### src/common/crma_pkg.sv
// package: token codes, destination patterns, message layout for config register access
package crma_pkg;
    localparam logic [7:0]  CRMA_TOK_WR_CFG   = 8'hc0;
    localparam logic [7:0]  CRMA_TOK_RD_CFG   = 8'hc1;
    localparam logic [7:0]  CRMA_TOK_WR_PER   = 8'h24;
    localparam logic [7:0]  CRMA_TOK_RD_PER   = 8'h25;
    localparam logic [7:0]  CRMA_TOK_END      = 8'h01;
    localparam logic [7:0]  CRMA_TOK_ACK      = 8'h03;
    localparam logic [7:0]  CRMA_TOK_NAK      = 8'h04;
    localparam logic [7:0]  CRMA_NO_REPLY     = 8'hff;
    localparam logic [15:0] CRMA_DEST_TILE    = 16'hc20c;
    localparam logic [15:0] CRMA_DEST_NODE    = 16'hc30c;
    localparam logic [7:0]  CRMA_DEST_PER     = 8'h02;
    localparam logic [7:0]  CRMA_PS_RES_TYPE  = 8'h0b;
    localparam int          CRMA_PS_SHIFT     = 8;
    localparam logic [3:0]  CRMA_IDX_REPLY    = 4'h1;
    localparam logic [3:0]  CRMA_IDX_REG      = 4'h4;
    localparam logic [3:0]  CRMA_IDX_DATA     = 4'h6;
    localparam logic [3:0]  CRMA_CFG_BYTES    = 4'h4;
    localparam int          CRMA_PBYTES_MAX   = 4;

    typedef enum logic [1:0] {CRMA_TILE, CRMA_NODE, CRMA_PERIPH, CRMA_PSTAT} crma_kind_e;

    typedef struct packed {
        logic       ctrl;
        logic [7:0] val;
    } crma_tok_s;

    typedef struct packed {
        crma_kind_e  kind;
        logic        write;
        logic [15:0] node_id;
        logic [7:0]  sub_id;
        logic [15:0] reg_num;
        logic [23:0] reply_id;
        logic [31:0] data;
        logic [7:0]  size;
    } crma_cmd_s;
endpackage

### src/rtl/crma_host.sv
// requester end: builds config register request messages and parses replies
`timescale 1ns/1ps
module crma_host import crma_pkg::*; #(
    parameter int PBYTES_MAX = CRMA_PBYTES_MAX
) (
    input  wire logic        clk,
    input  wire logic        rst_n,
    input  wire logic        cmd_valid,
    input  wire crma_cmd_s   cmd,
    output logic             cmd_ready,
    output logic             tx_valid,
    output crma_tok_s        tx_tok,
    input  wire logic        tx_ready,
    output logic [31:0]      tx_dest,
    input  wire logic        rx_valid,
    input  wire crma_tok_s   rx_tok,
    output logic             rx_ready,
    output logic             done,
    output logic             ok,
    output logic [31:0]      rd_data,
    output logic [31:0]      ps_res_id
);
    initial begin
        if (PBYTES_MAX < 1 || PBYTES_MAX > 4) $error("crma_host: PBYTES_MAX must be 1..4");
    end

    typedef enum logic [1:0] {ST_IDLE, ST_SEND, ST_WAIT} crma_state_e;

    crma_state_e state_r;
    crma_cmd_s   cmd_r;
    logic [3:0]  idx_r;
    logic [3:0]  rcnt_r;
    logic        head_r;
    logic        ack_r;
    logic        bad_r;
    logic        cmd_ready_r;
    logic        rx_ready_r;
    logic        done_r;
    logic        ok_r;
    logic [31:0] rd_data_r;
    logic [31:0] dest_r;
    logic [31:0] ps_r;
    crma_tok_s   tok_nxt;
    logic        buf_in_ready;

    ////////////////////////////////////////////////////////////////////////
    // message layout decode
    wire        is_per   = cmd_r.kind == CRMA_PERIPH;
    wire [3:0]  n_data   = cmd_r.write ? (is_per ? cmd_r.size[3:0] : CRMA_CFG_BYTES) : 4'h0;
    wire [3:0]  n_rd     = is_per ? cmd_r.size[3:0] : CRMA_CFG_BYTES;
    wire [3:0]  end_idx  = CRMA_IDX_DATA + n_data;
    wire [3:0]  k_byte   = idx_r - CRMA_IDX_DATA;
    wire [3:0]  b_byte   = n_data - 4'h1 - k_byte;
    wire [7:0]  data_byt = cmd_r.data[{b_byte[1:0], 3'b000} +: 8];
    wire [1:0]  r_sel    = 2'(CRMA_IDX_REG - idx_r - 4'h1);
    wire [7:0]  rply_byt = cmd_r.reply_id[{r_sel, 3'b000} +: 8];
    wire [7:0]  opcode   = cmd_r.write ? (is_per ? CRMA_TOK_WR_PER : CRMA_TOK_WR_CFG)
                                       : (is_per ? CRMA_TOK_RD_PER : CRMA_TOK_RD_CFG);
    wire        suppress = cmd_r.write && cmd_r.reply_id[7:0] == CRMA_NO_REPLY;
    wire        at_end   = idx_r == end_idx;
    wire        push     = state_r == ST_SEND && buf_in_ready;
    wire        rx_take  = rx_valid && rx_ready_r;
    wire        take     = cmd_valid && cmd_ready_r;
    wire        too_big  = cmd.kind == CRMA_PERIPH && cmd.size > 8'(PBYTES_MAX);
    wire [31:0] ps_id    = 32'(cmd.reg_num) << CRMA_PS_SHIFT | 32'(CRMA_PS_RES_TYPE);
    wire        rx_end   = rx_tok.ctrl && rx_tok.val == CRMA_TOK_END;
    wire        rx_good  = ack_r && !bad_r && (cmd_r.write ? rcnt_r == 4'h0 : rcnt_r == n_rd);

    logic [31:0] dest_nxt;
    always_comb begin
        case (cmd.kind)
            CRMA_TILE:   dest_nxt = {cmd.node_id, CRMA_DEST_TILE};
            CRMA_NODE:   dest_nxt = {cmd.node_id, CRMA_DEST_NODE};
            CRMA_PERIPH: dest_nxt = {cmd.node_id, cmd.sub_id, CRMA_DEST_PER};
            default:     dest_nxt = 32'h0000_0000;
        endcase
    end

    ////////////////////////////////////////////////////////////////////////
    // token select by position
    always_comb begin
        tok_nxt = '{ctrl: 1'b0, val: 8'h00};
        if (idx_r == 4'h0) begin
            tok_nxt = '{ctrl: 1'b1, val: opcode};
        end else if (idx_r < CRMA_IDX_REG) begin
            tok_nxt.val = rply_byt;
        end else if (idx_r == CRMA_IDX_REG) begin
            tok_nxt.val = is_per ? cmd_r.reg_num[7:0] : cmd_r.reg_num[15:8];
        end else if (idx_r < CRMA_IDX_DATA) begin
            tok_nxt.val = is_per ? cmd_r.size : cmd_r.reg_num[7:0];
        end else if (!at_end) begin
            tok_nxt.val = data_byt;
        end else begin
            tok_nxt = '{ctrl: 1'b1, val: CRMA_TOK_END};
        end
    end

    crma_buf2 #(
        .WIDTH     ($bits(crma_tok_s))
    ) u_txbuf (
        .clk       (clk),
        .rst_n     (rst_n),
        .in_valid  (state_r == ST_SEND),
        .in_data   (tok_nxt),
        .in_ready  (buf_in_ready),
        .out_valid (tx_valid),
        .out_data  (tx_tok),
        .out_ready (tx_ready)
    );

    ////////////////////////////////////////////////////////////////////////
    // sequencer
    always_ff @(posedge clk) begin
        if (!rst_n) begin
            state_r     <= ST_IDLE;
            cmd_r       <= '0;
            idx_r       <= 4'h0;
            cmd_ready_r <= 1'b0;
            rx_ready_r  <= 1'b0;
            done_r      <= 1'b0;
            ok_r        <= 1'b0;
            dest_r      <= 32'h0000_0000;
            ps_r        <= 32'h0000_0000;
        end else begin
            done_r <= 1'b0;
            case (state_r)
                ST_IDLE: begin
                    cmd_ready_r <= 1'b1;
                    if (take) begin
                        cmd_r       <= cmd;
                        idx_r       <= 4'h0;
                        cmd_ready_r <= 1'b0;
                        if (cmd.kind == CRMA_PSTAT) begin
                            ps_r   <= ps_id;
                            done_r <= 1'b1;
                            ok_r   <= 1'b1;
                        end else if (too_big) begin
                            done_r <= 1'b1;
                            ok_r   <= 1'b0;
                        end else begin
                            dest_r  <= dest_nxt;
                            state_r <= ST_SEND;
                        end
                    end
                end
                ST_SEND: begin
                    if (push && at_end) begin
                        if (suppress) begin
                            state_r <= ST_IDLE;
                            done_r  <= 1'b1;
                            ok_r    <= 1'b1;
                        end else begin
                            state_r    <= ST_WAIT;
                            rx_ready_r <= 1'b1;
                        end
                    end else if (push) begin
                        idx_r <= idx_r + 4'h1;
                    end
                end
                ST_WAIT: begin
                    if (rx_take && head_r && rx_end) begin
                        state_r    <= ST_IDLE;
                        rx_ready_r <= 1'b0;
                        done_r     <= 1'b1;
                        ok_r       <= rx_good;
                    end
                end
                default: state_r <= ST_IDLE;
            endcase
        end
    end

    ////////////////////////////////////////////////////////////////////////
    // reply parser
    always_ff @(posedge clk) begin
        if (!rst_n) begin
            head_r    <= 1'b0;
            ack_r     <= 1'b0;
            bad_r     <= 1'b0;
            rcnt_r    <= 4'h0;
            rd_data_r <= 32'h0000_0000;
        end else if (state_r != ST_WAIT) begin
            head_r <= 1'b0;
            ack_r  <= 1'b0;
            bad_r  <= 1'b0;
            rcnt_r <= 4'h0;
        end else if (rx_take && !head_r) begin
            head_r <= 1'b1;
            ack_r  <= rx_tok.ctrl && rx_tok.val == CRMA_TOK_ACK;
            bad_r  <= !(rx_tok.ctrl && (rx_tok.val == CRMA_TOK_ACK
                                     || rx_tok.val == CRMA_TOK_NAK));
        end else if (rx_take && !rx_tok.ctrl) begin
            rd_data_r <= {rd_data_r[23:0], rx_tok.val};
            rcnt_r    <= rcnt_r + 4'h1;
            if (!ack_r || cmd_r.write || rcnt_r >= n_rd) begin
                bad_r <= 1'b1;
            end
        end else if (rx_take && !rx_end) begin
            bad_r <= 1'b1;
        end
    end

    assign cmd_ready = cmd_ready_r;
    assign rx_ready  = rx_ready_r;
    assign done      = done_r;
    assign ok        = ok_r;
    assign rd_data   = rd_data_r;
    assign tx_dest   = dest_r;
    assign ps_res_id = ps_r;
endmodule // crma_host

### src/rtl/crma_buf2.sv
// two-entry token buffer with valid and ready on both sides
`timescale 1ns/1ps
module crma_buf2 #(
    parameter int WIDTH = 9
) (
    input  wire logic             clk,
    input  wire logic             rst_n,
    input  wire logic             in_valid,
    input  wire logic [WIDTH-1:0] in_data,
    output logic                  in_ready,
    output logic                  out_valid,
    output logic      [WIDTH-1:0] out_data,
    input  wire logic             out_ready
);
    initial begin
        if (WIDTH < 1) $error("crma_buf2: WIDTH must be positive");
    end

    logic [WIDTH-1:0] mem_r [0:1];
    logic [1:0]       vld_r;
    wire              pop  = vld_r[0] & out_ready;
    wire              push = in_valid & ~vld_r[1];
    wire              wsel = pop ? vld_r[1] : vld_r[0];

    assign in_ready  = ~vld_r[1];
    assign out_valid = vld_r[0];
    assign out_data  = mem_r[0];

    ////////////////////////////////////////////////////////////////////////
    // shift on pop, write at first free slot
    always_ff @(posedge clk) begin
        if (!rst_n) begin
            vld_r    <= 2'b00;
            mem_r[0] <= '0;
            mem_r[1] <= '0;
        end else begin
            if (pop) begin
                mem_r[0] <= mem_r[1];
            end
            if (push) begin
                mem_r[wsel] <= in_data;
            end
            case ({push, pop})
                2'b10:   vld_r <= {vld_r[0], 1'b1};
                2'b01:   vld_r <= {1'b0, vld_r[1]};
                default: vld_r <= vld_r;
            endcase
        end
    end
endmodule // crma_buf2

### config.mk
export PLATFORM = sky130hd
export DESIGN_NAME = crma_host
export DESIGN_NICKNAME = d
export VERILOG_FILES = /design/src/common/crma_pkg.sv /design/src/rtl/crma_host.sv /design/src/rtl/crma_buf2.sv
export SDC_FILE = /design/constraint.sdc
export NUM_CORES = 1
export LEC_CHECK = 0
export BUFFER_PORTS_ARGS = -buffer_cell sky130_fd_sc_hd__buf_2
export CAP_MARGIN = 20
export CORE_ASPECT_RATIO = 0.6
export CORE_MARGIN = 2
export CORE_UTILIZATION = 58
export DETAILED_ROUTE_END_ITERATION = 8
export HOLD_SLACK_MARGIN = 0.08
export MAX_ROUTING_LAYER = met4
export PLACE_DENSITY_LB_ADDON = 0.12
export SYNTH_ARGS = -nofsm -noshare
export SYNTH_HDL_FRONTEND = slang
export SYNTH_SLANG_ARGS = --single-unit
### constraint.sdc
create_clock -name clk -period 9.33 [get_ports clk]
set_input_delay 0.4665 -clock clk [delete_from_list [all_inputs] [get_ports clk]]
set_output_delay 0.4665 -clock clk [all_outputs]
set_load 0.02 [all_outputs]
=== Yosys cells after proc, flatten, opt, wreduce, memory -nomap -nowiden ===
Memories as Yosys holds them, arrays and structs flattened.
Cells that the tools add are included.

* Memories: 1
* Bits in writable memories: 18
* Flip-flop bits (word level): 185

* Bitwise logic cells: 9
* Equal/unequal tests: 27
* $lt $le $gt $ge: 4
* Reductions and logical operators: 46
* Mux-type cells: 65
* $add $sub $neg: 8
* Shifts and indexed selects: 2

{| class="wikitable"
|+ Memory list
! name !! words !! width !! rd ports !! clocked after Yosys merged registers in !! wr ports !! RTL line !! RTL
|-
| u_txbuf.mem_r || 2 || 9 || 2 || 0 || 2 || crma_buf2.sv:19 || <nowiki>logic [WIDTH-1:0] mem_r [0:1];</nowiki>
|}

{| class="wikitable"
|+ Operators by type and width
! kind !! number
|-
| $pmux W32 S3 || 1
|-
| $mux W8 || 9
|-
| $mux W1 || 35
|-
| $shiftx A32 B6 Y8 || 1
|-
| $mux W9 || 3
|-
| $shiftx A24 B6 Y8 || 1
|-
| $mux W4 || 5
|-
| $ne A2 B2 Y1 const B || 10
|-
| $logic_and A1 B1 Y1 || 16
|-
| $mux W2 || 6
|-
| $reduce_and A4 Y1 || 3
|-
| $eq A2 B2 Y1 const B || 5
|-
| $reduce_or A9 Y1 || 1
|-
| $add A4 B1 Y4 const B || 2
|-
| $eq A4 B4 Y1 || 2
|-
| $eq A8 B1 Y1 const B || 1
|-
| $eq A8 B2 Y1 const B || 1
|-
| $eq A8 B3 Y1 const B || 1
|-
| $eq A8 B8 Y1 const B || 1
|-
| $gt A8 B3 Y1 const B || 1
|-
| $logic_not A4 Y1 || 2
|-
| $lt A4 B3 Y1 const B || 2
|-
| $pmux W4 S2 || 1
|-
| $eq A2 B1 Y1 const B || 3
|-
| other kinds (26) || 48
|}

=== Longest topological paths before layout ===
* Depth after elaboration: 12
* Depth in mapped cells: 13

=== By module ===
A second synthesis with hierarchy kept.

* Cell total of the unflattened synthesis: 1,131
* Area total of the unflattened synthesis: 9,085.0 um^2

{| class="wikitable"
|+ Modules (own cells, without submodules)
! module !! cells an instance !! times used !! area each (um^2) !! sequential area each (um^2)
|-
| crma_host || 1,073 || 1 || 8,226.6 || 3,503.4
|-
| crma_buf2 || 58 || 1 || 858.3 || 580.6
|}

=== Worst setup path before layout ===
No wires, ideal clock.

* Path type: register to register
* Start: register cmd_r[106] in the netlist's numbering
* End: memory u_txbuf.mem_r[0][0] (data pin)
* Period minus slack after synthesis: 2,917 ps
* Path buffers: 2
* Path slack: 6,413 ps
* Arrival: 2,661 ps
* Cell stages (with the launch flop): 11
* Path through: dfxtp_1 > nor2b_1 > buf_6 > clkbuf_1 > and3_1 > ha_1 > inv_2 > mux4_2 > nor4bb_1 > o22ai_1 > a22o_1

{| class="wikitable"
|+ RTL lines
! what !! RTL line !! RTL
|-
| start: declaration || crma_host.sv:30 || <nowiki>crma_cmd_s cmd_r;</nowiki>
|-
| start signal: assignment || crma_host.sv:130 || <nowiki>cmd_r <= cmd;</nowiki>
|-
| end: declaration || crma_buf2.sv:19 ||
|}

==> results_dict.tcl <==
set metrics [dict create \
    status "finished, final reports clean" \
    ys_seq_area_share_pct 44.6 \
    gp_congestion 0.953 \
    cts_buffer_depth 2 \
    portBuffers 212 \
    startpoint_type "register" \
    nFillCells 1318 \
    ys_types 68 \
    vdd_drop_max_v 0.0000960 \
    synth_ff_type "dfxtp_1" \
    antenna_found_initial 0 \
    htree_num_levels 4 \
    maxCapViolCount 0 \
    dr.pass1.iters 6 \
    avgViaCountPerCell 5.55 \
    die_w_um 166 \
    ys_ff_latch 195 \
    cts_setup_buffers 0 \
    cts-root-buf "clkbuf_16" \
    fin_crit_sh_pct 36.3 \
    drc 0 \
    ys_warn_count 0 \
    cts_inserted_buffers 17 \
    ff2ff_setup_slack_ns 5.94 \
    syn_area_um2 9160 \
    routed_wl_um 23700 \
    detailed_place_hpwl_um 16900 \
    num_rows 35 \
    dieArea_um2 16800 \
    synth.top_cell.area_share_pct 38.7 \
    tns_ns 0 \
    post_cts_resized 0 \
    drive_gt1_share_pct 21.9 \
    relSlewSlack_pct 31.7 \
    syn2layout_area_growth_pct 17.4 \
    antenna_cells 0 \
    rr_startpoint "cmd_r[106]" \
    rr_endpoint "u_txbuf.mem_r[0][0]" \
    crit_arrival_ns 3.57 \
    worstSetupPathType "reg2reg" \
    fp.coreArea_um2 15400 \
    final_max_slew_viol_count 0 \
    skew_ns 0.0119 \
    synth.area.top_cells "dfxtp_1 39%, nand2_1 14%, a21boi_0 13%" \
    layout.nets 1383 \
    finalSetupViolCount 0 \
    io_pins 231 \
    hold_class "in2reg" \
    endpoint_kind "register" \
    drt_iter0_drc 691 \
    holdPathEnd "cmd_r[11]" \
    cp.required_ns 9.51 \
    synth_edf_count 18 \
    grt_pass1_wl_um 37600 \
    die_y_um 101 \
    grt_util_met2_pct 42.5 \
    syn_inst 1085 \
    holdPathStages 3 \
    syn_area_per_cell_um2 8.44 \
    tritoncts "yes" \
    grt_most_used_layer "met2" \
    power.density_nw_per_um2 168 \
    grt_usage_pct 28.8 \
    cts.sink_count 195 \
    cts_hold_buf 0 \
    grt_max_degree 98 \
    hold_violations 0 \
    worstRegToRegCells 11 \
    use_met3_pct 4.96 \
    grt-ovfl-total 0 \
    fmax_ghz 0.295 \
    grt_pass1_vias 7245 \
    start_util_pct 59.4 \
    min_from "cmd[11]" \
    period_minus_slack_ns 3.39 \
    vias 8118 \
    yosys.area.top_type "dfxtp_1" \
    wl_per_cell_um 16.2 \
    tightest_slew_ns 1.02 \
    cp_max_fo 17 \
    clock_latency_ns 0.43 \
    grt_util_met1_pct 42.2 \
    ant_nets 0 \
    p_leak_nw 4.34 \
    async_flop_share_pct 0 \
    grt_setup_unrepaired "false" \
    total_power_mw 1.81 \
    cts.clk_slew.worst_paths_ns 0.08 \
]
per-stage QoR:
stage | utilization (%) | hold WS [ns] | cells | worst slack, ns | cell area [um2]
after detailed placement | 65.9 | 0.444 | 1429 | 6.04 | 10200
after global placement | 65.8 | 0.448 | 1428 | 6.14 | 10100
final | 69.8 | 0.279 | 1462 | 5.94 | 10800
after floorplan | - | 0.440 | 1102 | 6.41 | 9220
after global routing | 69.8 | 0.265 | 1462 | 5.80 | 10800
after CTS | 69.7 | 0.266 | 1461 | 6.03 | 10700
critical path, cell delays in order (launching register included):
cell      delay (ns)
dfxtp_1         0.37
nor2b_1         0.15
buf_4           0.25
and3_4          0.24
clkinv_4        0.09
ha_1            0.21
xnor2_1         0.13
xnor2_1         0.33
or3_1           0.57
nor4bb_1        0.40
o22ai_1         0.17
a22o_1          0.23
power breakdown:
| part | internal, mW | leakage, nW | switching, mW | total (mW) |
|---|---|---|---|---|
| Combinational | 0.0682 | 2.43 | 0.110 | 0.178 |
| Sequential | 0.876 | 1.62 | 0.0221 | 0.898 |
| Clock | 0.376 | 0.292 | 0.357 | 0.733 |
| Total | 1.32 | 4.34 | 0.489 | 1.81 |
cells by family (layout without fill, tap and decap cells):
| family | count (synthesis) | after routing | synth area share [%] |
|---|---|---|---|
| XOR/XNOR | 11 | 11 | 1.30 |
| AND/OR/NAND/NOR | 444 | 444 | 20.5 |
| AO/OA/AOI/OAI | 276 | 276 | 21.2 |
| adder cells (fa/ha/maj) | 16 | 16 | 2.19 |
| buffers and inverters | 111 | 268 | 5.71 |
| multiplexers | 31 | 31 | 4.51 |
| flip-flops | 195 | 195 | 44.6 |
| other | 1 | 18 | 0.0409 |
layer usage:
metal | part of all wire, % | routed length (um) | up-vias
met5 | 0 | 0 | -
met4 | 0.66 | 157 | 0
met3 | 8.5 | 2000 | 19
met2 | 42 | 9840 | 355
met1 | 49 | 11700 | 3767
li1 | - | - | 3977
state kept, by name (all words and copies together), names as in the netlist:
name,flops
rd_data,32
rcnt_r,4
idx_r,4
cmd_r,83
cmd_ready,1
head_r,1
state_r,2
done,1
tx_dest,26
u_txbuf.mem_r,18
u_txbuf.vld_r,2
rx_ready,1
ok,1
bad_r,1
ack_r,1
ps_res_id,17
Yosys cell counts (all sizes together) (9+ instances only):
cell and instances:
a21boi 154, a21oi 31, a31oi 12, buf 37, clkbuf 59, dfxtp 177
edfxtp 18, ha 16, inv 13, mux2i 21, nand2 333, nand2b 9
nand3 17, nor2 34, nor2b 10, o21ai 36
cell type report:
| class | instances | area (um2) | area share, % |
|---|---|---|---|
| timing repair buffer | 221 | 1140 | 10.6 |
| sequential | 195 | 4080 | 38.0 |
| multi-input combinational | 796 | 4620 | 43.0 |
| tap | 203 | 254 | 2.36 |
| inverter | 15 | 61.3 | 0.570 |
| clock inverter | 12 | 133 | 1.23 |
| clock buffer | 20 | 458 | 4.26 |
worst max-delay path by stage:
stage                    start                   to  cells after the start
finish              cmd_r[106]  u_txbuf.mem_r[0][0]                     11
global placement    state_r[0]          tx_dest[14]                      7
CTS                 cmd_r[106]  u_txbuf.mem_r[0][0]                     11
detailed placement  cmd_r[106]  u_txbuf.mem_r[0][0]                     11
floorplan           cmd_r[106]  u_txbuf.mem_r[0][0]                     10
global route        cmd_r[106]  u_txbuf.mem_r[0][0]                     11
layout by cell type, fill, tap and decap left out, types with 4 or more instances in the layout:
master and count:
o21ai_0 34, o211a_1 4, a21boi_0 154, inv_8 6, mux2i_1 21, conb_1 18
dfxtp_1 177, a221oi_1 4, buf_2 211, nor2_1 34, nand2b_1 9, ha_1 16
mux4_2 8, a21oi_1 30, inv_1 12, nand2_1 333, and2_1 7, a31oi_1 12
nor2b_1 10, nand4_1 5, a22o_1 6, buf_4 9, xnor2_1 5, nand3_1 16
clkbuf_16 18, edfxtp_1 18, and3_1 6, nor3_1 5, o211ai_1 4
Power figures use the tool's default switching activity.
